**config.mk**
```make
export PLATFORM = sky130hd
export DESIGN_NAME = mes_status_upper
export DESIGN_NICKNAME = d
export VERILOG_FILES = /design/src/hdl/mes_status_upper.v
export VERILOG_INCLUDE_DIRS = /design/src /design/src/hdl
export SDC_FILE = /design/constraint.sdc
export NUM_CORES = 1
export LEC_CHECK = 0
export ABC_AREA = 1
export BUFFER_PORTS_ARGS = -buffer_cell sky130_fd_sc_hd__buf_2
export CAP_MARGIN = 30
export CORE_ASPECT_RATIO = 0.6
export CORE_MARGIN = 2
export CORE_UTILIZATION = 53
export CTS_BUF_LIST = sky130_fd_sc_hd__clkbuf_2
export CTS_CLUSTER_DIAMETER = 60
export CTS_CLUSTER_SIZE = 30
export DETAILED_ROUTE_END_ITERATION = 10
export PLACE_DENSITY_LB_ADDON = 0.15
export SYNTH_ARGS = -nofsm -noshare
export SYNTH_HDL_FRONTEND = slang
export SYNTH_SLANG_ARGS = --single-unit
```
**constraint.sdc**
```tcl
create_clock -name aclk -period 3.9 [get_ports aclk]
set_input_delay 0.78 -clock aclk [delete_from_list [all_inputs] [get_ports aclk]]
set_output_delay 0.78 -clock aclk [all_outputs]
set_load 0.01 [all_outputs]
```
**src/hdl/mes_status_map.vh**
```
// Register offsets, field positions, reset values and timing constants of the event status block.
`ifndef MES_STATUS_MAP_VH
`define MES_STATUS_MAP_VH

`define MES_ADDR_STATUS 8'h00
`define MES_ADDR_MASK 8'h04
`define MES_ADDR_PHASE 8'h08
`define MES_ADDR_CONFIG 8'h0C
`define MES_ADDR_THRESH 8'h10

`define MES_SEL_W 5
`define MES_SEL_STATUS 0
`define MES_SEL_MASK 1
`define MES_SEL_PHASE 2
`define MES_SEL_CONFIG 3
`define MES_SEL_THRESH 4

`define MES_STICKY_BITS 32'h019FFFFF
`define MES_FIXED_ONES 32'h00200000
`define MES_STATUS_RESET 32'h00000000
`define MES_MASK_RESET 32'h00000000
`define MES_BIT_RESET_DONE 15
`define MES_BIT_MISMATCH 20
`define MES_BIT_SAG 16
`define MES_BIT_OVERCURRENT 17
`define MES_BIT_OVERVOLTAGE 18

`define MES_BIT_SOFTWARE_RESET_REQUEST 7
`define MES_CFG_MODE_MSB 1
`define MES_CFG_MODE_LSB 0
`define MES_MODE_NORMAL 2'h0
`define MES_MODE_RESET 2'h0

`define MES_PH_OI_LSB 3
`define MES_PH_OV_LSB 9
`define MES_PH_SAG_LSB 12
`define MES_PH_W 15

`define MES_RESP_OKAY 2'h0
`define MES_RESP_SLVERR 2'h2

`define MES_SETTLE_NS 1000
`define MES_CLK_MHZ 50
`define MES_CNT_W 16

`endif

```
**src/hdl/mes_status_upper.v**
```verilog
// Event status word with sticky flags, mask, interrupt and AXI4-Lite register access.
`timescale 1ns/1ps
`include "mes_status_map.vh"

// Notes on behaviour
// - Current zero-cross events of phases A, B, C set status bits 12, 13, 14.
// - Reset-complete bit 15 sets only after the settle period restores all defaults.
// - Software reset bit 7, hardware reset, or low-power to normal start that settle.
// - Reset-complete drives the interrupt output low and no mask can block it.
// - Reset-complete reads 1 as its default once the device has come up.
// - Voltage sag on any phase sets bit 16; phases latch in phase bits 14 to 12.
// - Overcurrent on any phase sets bit 17; phases latch in phase bits 5 to 3.
// - Overvoltage on any phase sets bit 18; phases latch in phase bits 11 to 9.
// - Rising A voltage crossing followed by rising C instead of B sets bit 19.
// - Absolute current sum minus neutral above threshold sets bit 20; zero without neutral.
// - Reserved bit 21 always reads 1.
// - Reserved bit 22 always reads 0.
// - End of current peak detection period sets bit 23.
// - End of voltage peak detection period sets bit 24.
// - Reserved bits 31 to 25 always read 0.
// - Bits 11 to 0 carry the lower flags, supplied as events from outside.
module mes_status_upper #(
    parameter DATA_W = 24,
    parameter HAS_NEUTRAL = 1
) (
    input wire aclk,
    input wire aresetn,
    input wire [7:0] s_axi_awaddr,
    input wire s_axi_awvalid,
    output reg s_axi_awready,
    input wire [31:0] s_axi_wdata,
    input wire [3:0] s_axi_wstrb,
    input wire s_axi_wvalid,
    output reg s_axi_wready,
    output reg [1:0] s_axi_bresp,
    output reg s_axi_bvalid,
    input wire s_axi_bready,
    input wire [7:0] s_axi_araddr,
    input wire s_axi_arvalid,
    output reg s_axi_arready,
    output reg [31:0] s_axi_rdata,
    output reg [1:0] s_axi_rresp,
    output reg s_axi_rvalid,
    input wire s_axi_rready,
    input wire [11:0] lower_event,
    input wire [2:0] current_zero_cross_event,
    input wire [2:0] voltage_rising_cross_event,
    input wire [2:0] sag_event,
    input wire [2:0] overcurrent_event,
    input wire [2:0] overvoltage_event,
    input wire current_peak_done_event,
    input wire voltage_peak_done_event,
    input wire signed [DATA_W-1:0] summed_phase_current,
    input wire signed [DATA_W-1:0] neutral_current_sample,
    output reg interrupt_request_one_n,
    output reg [1:0] power_mode
);

    localparam [`MES_CNT_W-1:0] SETTLE_CYCLES = (`MES_SETTLE_NS * `MES_CLK_MHZ + 999) / 1000;
    localparam [`MES_CNT_W-1:0] SETTLE_LAST = SETTLE_CYCLES - 1'b1;
    localparam [1:0] SEQ_IDLE = 2'b01;
    localparam [1:0] SEQ_WAIT_B = 2'b10;

    function [`MES_SEL_W-1:0] mes_decode;
        input [7:0] addr;
        begin
            mes_decode = {`MES_SEL_W{1'b0}};
            case (addr)
                `MES_ADDR_STATUS: mes_decode[`MES_SEL_STATUS] = 1'b1;
                `MES_ADDR_MASK: mes_decode[`MES_SEL_MASK] = 1'b1;
                `MES_ADDR_PHASE: mes_decode[`MES_SEL_PHASE] = 1'b1;
                `MES_ADDR_CONFIG: mes_decode[`MES_SEL_CONFIG] = 1'b1;
                `MES_ADDR_THRESH: mes_decode[`MES_SEL_THRESH] = 1'b1;
                default: mes_decode = {`MES_SEL_W{1'b0}};
            endcase
        end
    endfunction

    function [31:0] mes_strb_mask;
        input [3:0] strb;
        begin
            mes_strb_mask = {{8{strb[3]}}, {8{strb[2]}}, {8{strb[1]}}, {8{strb[0]}}};
        end
    endfunction

    reg aw_held;
    reg [7:0] aw_addr;
    reg w_held;
    reg [31:0] w_data;
    reg [3:0] w_strb;
    reg [31:0] status;
    reg [31:0] mask;
    reg [`MES_PH_W-1:0] phase_status;
    reg [DATA_W-1:0] threshold;
    reg settling;
    reg [`MES_CNT_W-1:0] settle_cnt;
    reg [1:0] seq_state;

    reg next_aw_held;
    reg [7:0] next_aw_addr;
    reg next_w_held;
    reg [31:0] next_w_data;
    reg [3:0] next_w_strb;
    reg next_awready;
    reg next_wready;
    reg next_bvalid;
    reg [1:0] next_bresp;
    reg next_arready;
    reg next_rvalid;
    reg [31:0] next_rdata;
    reg [1:0] next_rresp;
    reg [31:0] next_status;
    reg [31:0] next_mask;
    reg [`MES_PH_W-1:0] next_phase_status;
    reg [DATA_W-1:0] next_threshold;
    reg [1:0] next_power_mode;
    reg next_settling;
    reg [`MES_CNT_W-1:0] next_settle_cnt;
    reg [1:0] next_seq_state;
    reg next_irq_n;

    reg do_write;
    reg [`MES_SEL_W-1:0] wsel;
    reg [`MES_SEL_W-1:0] rsel;
    reg [31:0] wmask;
    reg [31:0] clr;
    reg [31:0] set_vec;
    reg [31:0] status_view;
    reg seq_error;
    reg restart;
    reg signed [DATA_W:0] diff;
    reg [DATA_W:0] abs_diff;
    reg mismatch;

    always @* begin
        next_aw_held = aw_held;
        next_aw_addr = aw_addr;
        next_w_held = w_held;
        next_w_data = w_data;
        next_w_strb = w_strb;
        next_bvalid = s_axi_bvalid;
        next_bresp = s_axi_bresp;
        next_rvalid = s_axi_rvalid;
        next_rdata = s_axi_rdata;
        next_rresp = s_axi_rresp;
        next_mask = mask;
        next_threshold = threshold;
        next_power_mode = power_mode;
        next_settling = settling;
        next_settle_cnt = settle_cnt;
        next_seq_state = seq_state;
        restart = 1'b0;
        seq_error = 1'b0;

        // Status as software sees it: reserved bits forced, lower half and upper flags live.
        status_view = (status & `MES_STICKY_BITS) | `MES_FIXED_ONES;

        // Write address and data are captured independently, then committed together.
        if (s_axi_awvalid && s_axi_awready) begin
            next_aw_held = 1'b1;
            next_aw_addr = s_axi_awaddr;
        end
        if (s_axi_wvalid && s_axi_wready) begin
            next_w_held = 1'b1;
            next_w_data = s_axi_wdata;
            next_w_strb = s_axi_wstrb;
        end
        do_write = aw_held && w_held && !s_axi_bvalid;
        wsel = mes_decode(aw_addr);
        wmask = mes_strb_mask(w_strb);
        clr = 32'h00000000;
        if (do_write) begin
            next_aw_held = 1'b0;
            next_w_held = 1'b0;
            next_bvalid = 1'b1;
            next_bresp = (wsel == {`MES_SEL_W{1'b0}}) ? `MES_RESP_SLVERR : `MES_RESP_OKAY;
            if (!settling) begin
                if (wsel[`MES_SEL_STATUS]) begin
                    clr = w_data & wmask & `MES_STICKY_BITS;
                end
                if (wsel[`MES_SEL_MASK]) begin
                    next_mask = (mask & ~wmask) | (w_data & wmask & `MES_STICKY_BITS);
                end
                if (wsel[`MES_SEL_THRESH]) begin
                    next_threshold = (threshold & ~wmask[DATA_W-1:0]) | (w_data[DATA_W-1:0] & wmask[DATA_W-1:0]);
                end
                if (wsel[`MES_SEL_CONFIG] && w_strb[0]) begin
                    next_power_mode = w_data[`MES_CFG_MODE_MSB:`MES_CFG_MODE_LSB];
                    if (w_data[`MES_BIT_SOFTWARE_RESET_REQUEST]) begin
                        restart = 1'b1;
                    end else if (power_mode != `MES_MODE_NORMAL && next_power_mode == `MES_MODE_NORMAL) begin
                        restart = 1'b1;
                    end
                end
            end
        end else if (s_axi_bvalid && s_axi_bready) begin
            next_bvalid = 1'b0;
        end
        next_awready = !next_aw_held && !next_bvalid;
        next_wready = !next_w_held && !next_bvalid;

        // Reads answer one cycle after the address is taken.
        rsel = mes_decode(s_axi_araddr);
        if (s_axi_arvalid && s_axi_arready) begin
            next_rvalid = 1'b1;
            next_rresp = (rsel == {`MES_SEL_W{1'b0}}) ? `MES_RESP_SLVERR : `MES_RESP_OKAY;
            next_rdata = 32'h00000000;
            case (1'b1)
                rsel[`MES_SEL_STATUS]: next_rdata = status_view;
                rsel[`MES_SEL_MASK]: next_rdata = mask;
                rsel[`MES_SEL_PHASE]: next_rdata = {{(32-`MES_PH_W){1'b0}}, phase_status};
                rsel[`MES_SEL_CONFIG]: next_rdata = {30'h00000000, power_mode};
                rsel[`MES_SEL_THRESH]: next_rdata = {{(32-DATA_W){1'b0}}, threshold};
                default: next_rdata = 32'h00000000;
            endcase
        end else if (s_axi_rvalid && s_axi_rready) begin
            next_rvalid = 1'b0;
        end
        next_arready = !next_rvalid;

        // Phase order checker: after a rising A crossing, C arriving before B is an error.
        case (seq_state)
            SEQ_IDLE: begin
                if (voltage_rising_cross_event[0]) begin
                    next_seq_state = SEQ_WAIT_B;
                end
            end
            SEQ_WAIT_B: begin
                if (voltage_rising_cross_event[1]) begin
                    next_seq_state = SEQ_IDLE;
                end else if (voltage_rising_cross_event[2]) begin
                    seq_error = 1'b1;
                    next_seq_state = SEQ_IDLE;
                end
            end
            default: next_seq_state = SEQ_IDLE;
        endcase

        // Neutral mismatch compares magnitude of the difference against the threshold.
        diff = {summed_phase_current[DATA_W-1], summed_phase_current} -
               {neutral_current_sample[DATA_W-1], neutral_current_sample};
        abs_diff = diff[DATA_W] ? (~diff + 1'b1) : diff;
        mismatch = (HAS_NEUTRAL != 0) && (abs_diff > {1'b0, threshold});

        set_vec = {7'h00, voltage_peak_done_event, current_peak_done_event, 2'b00,
                   mismatch, seq_error, |overvoltage_event, |overcurrent_event, |sag_event,
                   1'b0, current_zero_cross_event, lower_event};
        // A new event in the clearing cycle wins over the clear.
        next_status = (status & ~clr) | (set_vec & `MES_STICKY_BITS);
        next_phase_status = phase_status;
        next_phase_status[`MES_PH_SAG_LSB+2:`MES_PH_SAG_LSB] =
            (phase_status[`MES_PH_SAG_LSB+2:`MES_PH_SAG_LSB] & ~{3{clr[`MES_BIT_SAG]}}) | sag_event;
        next_phase_status[`MES_PH_OI_LSB+2:`MES_PH_OI_LSB] =
            (phase_status[`MES_PH_OI_LSB+2:`MES_PH_OI_LSB] & ~{3{clr[`MES_BIT_OVERCURRENT]}}) | overcurrent_event;
        next_phase_status[`MES_PH_OV_LSB+2:`MES_PH_OV_LSB] =
            (phase_status[`MES_PH_OV_LSB+2:`MES_PH_OV_LSB] & ~{3{clr[`MES_BIT_OVERVOLTAGE]}}) | overvoltage_event;

        // While settling every register sits at its default; the end raises reset-complete.
        if (restart) begin
            next_settling = 1'b1;
            next_settle_cnt = {`MES_CNT_W{1'b0}};
        end
        if (settling || restart) begin
            next_status = `MES_STATUS_RESET;
            next_mask = `MES_MASK_RESET;
            next_phase_status = {`MES_PH_W{1'b0}};
            next_threshold = {DATA_W{1'b0}};
            next_power_mode = `MES_MODE_RESET;
            next_seq_state = SEQ_IDLE;
        end
        if (settling && !restart) begin
            if (settle_cnt == SETTLE_LAST) begin
                next_settling = 1'b0;
                next_status[`MES_BIT_RESET_DONE] = 1'b1;
            end else begin
                next_settle_cnt = settle_cnt + 1'b1;
            end
        end

        // Reset-complete bypasses the mask.
        next_irq_n = !((|(next_status & next_mask & `MES_STICKY_BITS)) || next_status[`MES_BIT_RESET_DONE]);
    end

    always @(posedge aclk) begin
        if (!aresetn) begin
            aw_held <= 1'b0;
            aw_addr <= 8'h00;
            w_held <= 1'b0;
            w_data <= 32'h00000000;
            w_strb <= 4'h0;
            s_axi_awready <= 1'b0;
            s_axi_wready <= 1'b0;
            s_axi_bvalid <= 1'b0;
            s_axi_bresp <= `MES_RESP_OKAY;
            s_axi_arready <= 1'b0;
            s_axi_rvalid <= 1'b0;
            s_axi_rdata <= 32'h00000000;
            s_axi_rresp <= `MES_RESP_OKAY;
            status <= `MES_STATUS_RESET;
            mask <= `MES_MASK_RESET;
            phase_status <= {`MES_PH_W{1'b0}};
            threshold <= {DATA_W{1'b0}};
            power_mode <= `MES_MODE_RESET;
            settling <= 1'b1;
            settle_cnt <= {`MES_CNT_W{1'b0}};
            seq_state <= SEQ_IDLE;
            interrupt_request_one_n <= 1'b1;
        end else begin
            aw_held <= next_aw_held;
            aw_addr <= next_aw_addr;
            w_held <= next_w_held;
            w_data <= next_w_data;
            w_strb <= next_w_strb;
            s_axi_awready <= next_awready;
            s_axi_wready <= next_wready;
            s_axi_bvalid <= next_bvalid;
            s_axi_bresp <= next_bresp;
            s_axi_arready <= next_arready;
            s_axi_rvalid <= next_rvalid;
            s_axi_rdata <= next_rdata;
            s_axi_rresp <= next_rresp;
            status <= next_status;
            mask <= next_mask;
            phase_status <= next_phase_status;
            threshold <= next_threshold;
            power_mode <= next_power_mode;
            settling <= next_settling;
            settle_cnt <= next_settle_cnt;
            seq_state <= next_seq_state;
            interrupt_request_one_n <= next_irq_n;
        end
    end

endmodule // mes_status_upper

```
==> results.toml <==
[route]
vias = 11652
drcViolationCount = 0
wl_um = 32400
wire_per_inst_um = 14.7
dr.pass1.iters = 6
viasPerCell = 5.28
wirelength_met1_um = 16000
wl_met2_um = 13000
antenna_left = 0
top_layer = "met4"
drt_iter0_markers = 1171
met3_length_um = 3280

[layout]
final_util_pct = 64.5
syn2layout_area_growth_pct = 19.1
nNetsFinal = 2109
n_fill_cell = 1903
layout_commonest_cell = "nand2_1"
antenna_cells = 0
final_cell_mix = "447 x nand2_1, 247 x inv_1, 188 x dfxtp_1, 170 x buf_2, 168 x a21oi_1"
final_area_um2 = 12900
drive_gt1_share_pct = 18.4

[global_route]
grt_util_all_layers_pct = 30.1
grt-ovfl-total = 0
grt_max_degree = 56
antenna_found_initial = 0
grt_pass1_wl_um = 51800
grt_pass1_vias = 10206

[critical_path]
r2r-start = "w_held$_SDFF_PN0_"
worstPathArrival_ns = 4.35
critPathBufInv = 7
crit_start = "summed_phase_current[0]"
max_stage_delay_ns = 0.34
reg2regPathDepth = 12
crit_fanout = 3
cp_common_cell = "nand2_1"
path_delay_family = "simple AND/OR/NAND/NOR gates"
path_depth = 31
crit_type = "in -> reg"
end_kind = "flop"
crit_slowest_cell = "fa_2"
crit_path_start_kind = "primary input"
required_ns = 4.62

[cts]
h-tree-depth = 4
path_clk_slew_ns = 0.27
max-clock-path-buffers = 2
clock_latency_ns = 0.77
root_buffer = "clkbuf_2"
cts_tree = "done"
cts_num_sinks = 188
hold_buffers = 0
cts_inserted_buffers = 17

[synthesis]
ys.flop_type = "dfxtp_1"
synth_edf_count = 0
ys_seq_elements = 188
syn_inst = 1671
yosysWarningCount = 0
synth_top_family_by_area = "simple AND/OR/NAND/NOR gates"
yosysSeqAreaShare_pct = 34.6
syn_area_per_cell_um2 = 6.50
synth_cell_types = 50
syn-cell-area_um2 = 10900
synth_compound_area_share_pct = 16.2
synthArstFlopShare_pct = 0
synth_fa_ha_area_share_pct = 6.06
synth_xor_area_share_pct = 1.61
synth_simple_gate_area_share_pct = 30.3
yosys-mux-area-fraction_pct = 0

[power]
seq_power_share_pct = 47.6
powerDensity_nw_per_um2 = 324
p_leak_nw = 6.17
sw_frac_of_total_pct = 33.7
power_switching_mw = 1.41
comb_power_share_pct = 27.8
internal-power_mw = 2.78
p_clk_share_pct = 24.6
ir_drop_mv = 0.198

[timing]
fmax_mhz = 276
slew_violations = 0
period_share_pct = 92.9
setup_violations = 0
skew_ns = 0.0393
finalCriticalPeriod_ns = 3.62
worst_slew_pin_slew_ns = 0.907
slew_headroom_pct = 39.3
finalHoldViolCount = 0

[status]
outcome = "complete, no violations"

[min_path]
hp-class = "in -> reg"
hp-start = "overcurrent_event[2]"
whs_path_depth = 3

[floorplan]
chipHeight_um = 115
die_width_um = 189
coreArea_um2 = 20100
initial_utilization_pct = 54.1
io_pins = 180
num_rows = 40
die_area_um2 = 21700

[run]
maxCapViolations = 0

[placement]
place_hpwl_um = 25500
portBuffers = 170
placed_cell_area_um2 = 12600
gp_routability_congestion = 0.916
-- through the flow --
| step | setup WS, ns | hold WS, ns | std cells | setup TNS [ns] | power [mW] |
|---|---|---|---|---|---|
| after floorplan | 0.0110 | 0.415 | 1672 | 0 | 2.72 |
| after global placement | -0.452 | 0.427 | 2171 | -0.858 | 3.12 |
| after detailed placement | -0.539 | 0.429 | 2171 | -1.04 | 3.16 |
| after CTS | 0.287 | 0.198 | 2203 | 0 | 4.16 |
| after global routing | -0.0466 | 0.122 | 2207 | -0.0741 | 4.46 |
| final | 0.276 | 0.236 | 2207 | 0 | 4.19 |
-- cell type report --
cell class / instances / area, µm² / share of cell area [%]
clock buffers: 18 / 90.1 / 0.696
flip-flops and latches: 188 / 3760 / 29.1
multi-input cells: 1179 / 5940 / 45.9
repair buffers: 283 / 1700 / 13.1
inverters: 252 / 946 / 7.31
clock inverters: 14 / 161 / 1.25
well taps: 273 / 342 / 2.64
-- path summary, 6_finish.rpt --
| path | endpoint | slack [ns] |
|---|---|---|
| worst min register to register | mask[28]$_SDFFE_PP0P_ | 0.46 |
| worst min-delay path | phase_status[5]$_SDFF_PP0_ | 0.24 |
| worst max register to register | interrupt_request_one_n$_SDFF_PN1_ | 0.97 |
| worst max-delay path | interrupt_request_one_n$_SDFF_PN1_ | 0.28 |
-- synth_stat cells (all sizes together) (5+ instances only) --
cell	number	area share, %
a21oi	169	7.8
a31oi	12	0.69
buf	20	1.3
clkbuf	33	1.1
dfxtp	188	35
ha	51	5.9
inv	251	8.7
nand2	460	16
nand3	91	4.3
nand3b	8	0.55
nand4	20	1.2
nor2	161	6.0
nor3	26	1.3
o211ai	19	1.3
o21ai	106	4.9
or2	6	0.35
xnor2	5	0.40
xor2	15	1.2
-- repair_timing --
action	4_1_cts	5_1_grt
buffers inserted	0	4
endpoints found under the setup margin	0	2
resized for setup	0	12
hold endpoints to repair	0	0
-- worst reg2reg max path, cell delays in order (launching register included) --
cell     delay, ns
dfxtp_1       0.42
nand2_1       0.09
nor2_4        0.16
nand2_4       0.11
nor2_4        0.30
nand4_1       0.18
or2_1         0.42
nand2_4       0.12
inv_2         0.19
nand2_4       0.28
buf_4         0.34
a21oi_1       0.12
a21oi_2       0.14
-- logic make-up (layout without fill, tap and decap cells) --
logic type      count (synthesis)  count (layout)
flops                         188             188
simple gates                  778             778
buf+inv                       305             567
xor+xnor                       20              20
fa+ha+maj                      52              52
compound gates                327             327
other cells                     1               2
-- power by group through the flow --
stage / clock, mW / combinational (mW) / sequential [mW]
after global placement: 0 / 1.10 / 2.03
after floorplan: 0 / 0.699 / 2.03
final: 1.03 / 1.17 / 2.00
after CTS: 1.03 / 1.13 / 1.99
after global routing: 1.13 / 1.33 / 2.00
after detailed placement: 0 / 1.13 / 2.03
-- metal layers --
| metal | GRT usage (%) | vias to the layer above |
|---|---|---|
| met5 | 0 | - |
| met4 | 4.64 | 0 |
| met3 | 5.83 | 22 |
| met2 | 43.9 | 529 |
| met1 | 46.2 | 5230 |
| li1 | - | 5871 |
No activity file was read; power rests on OpenSTA's default activity.
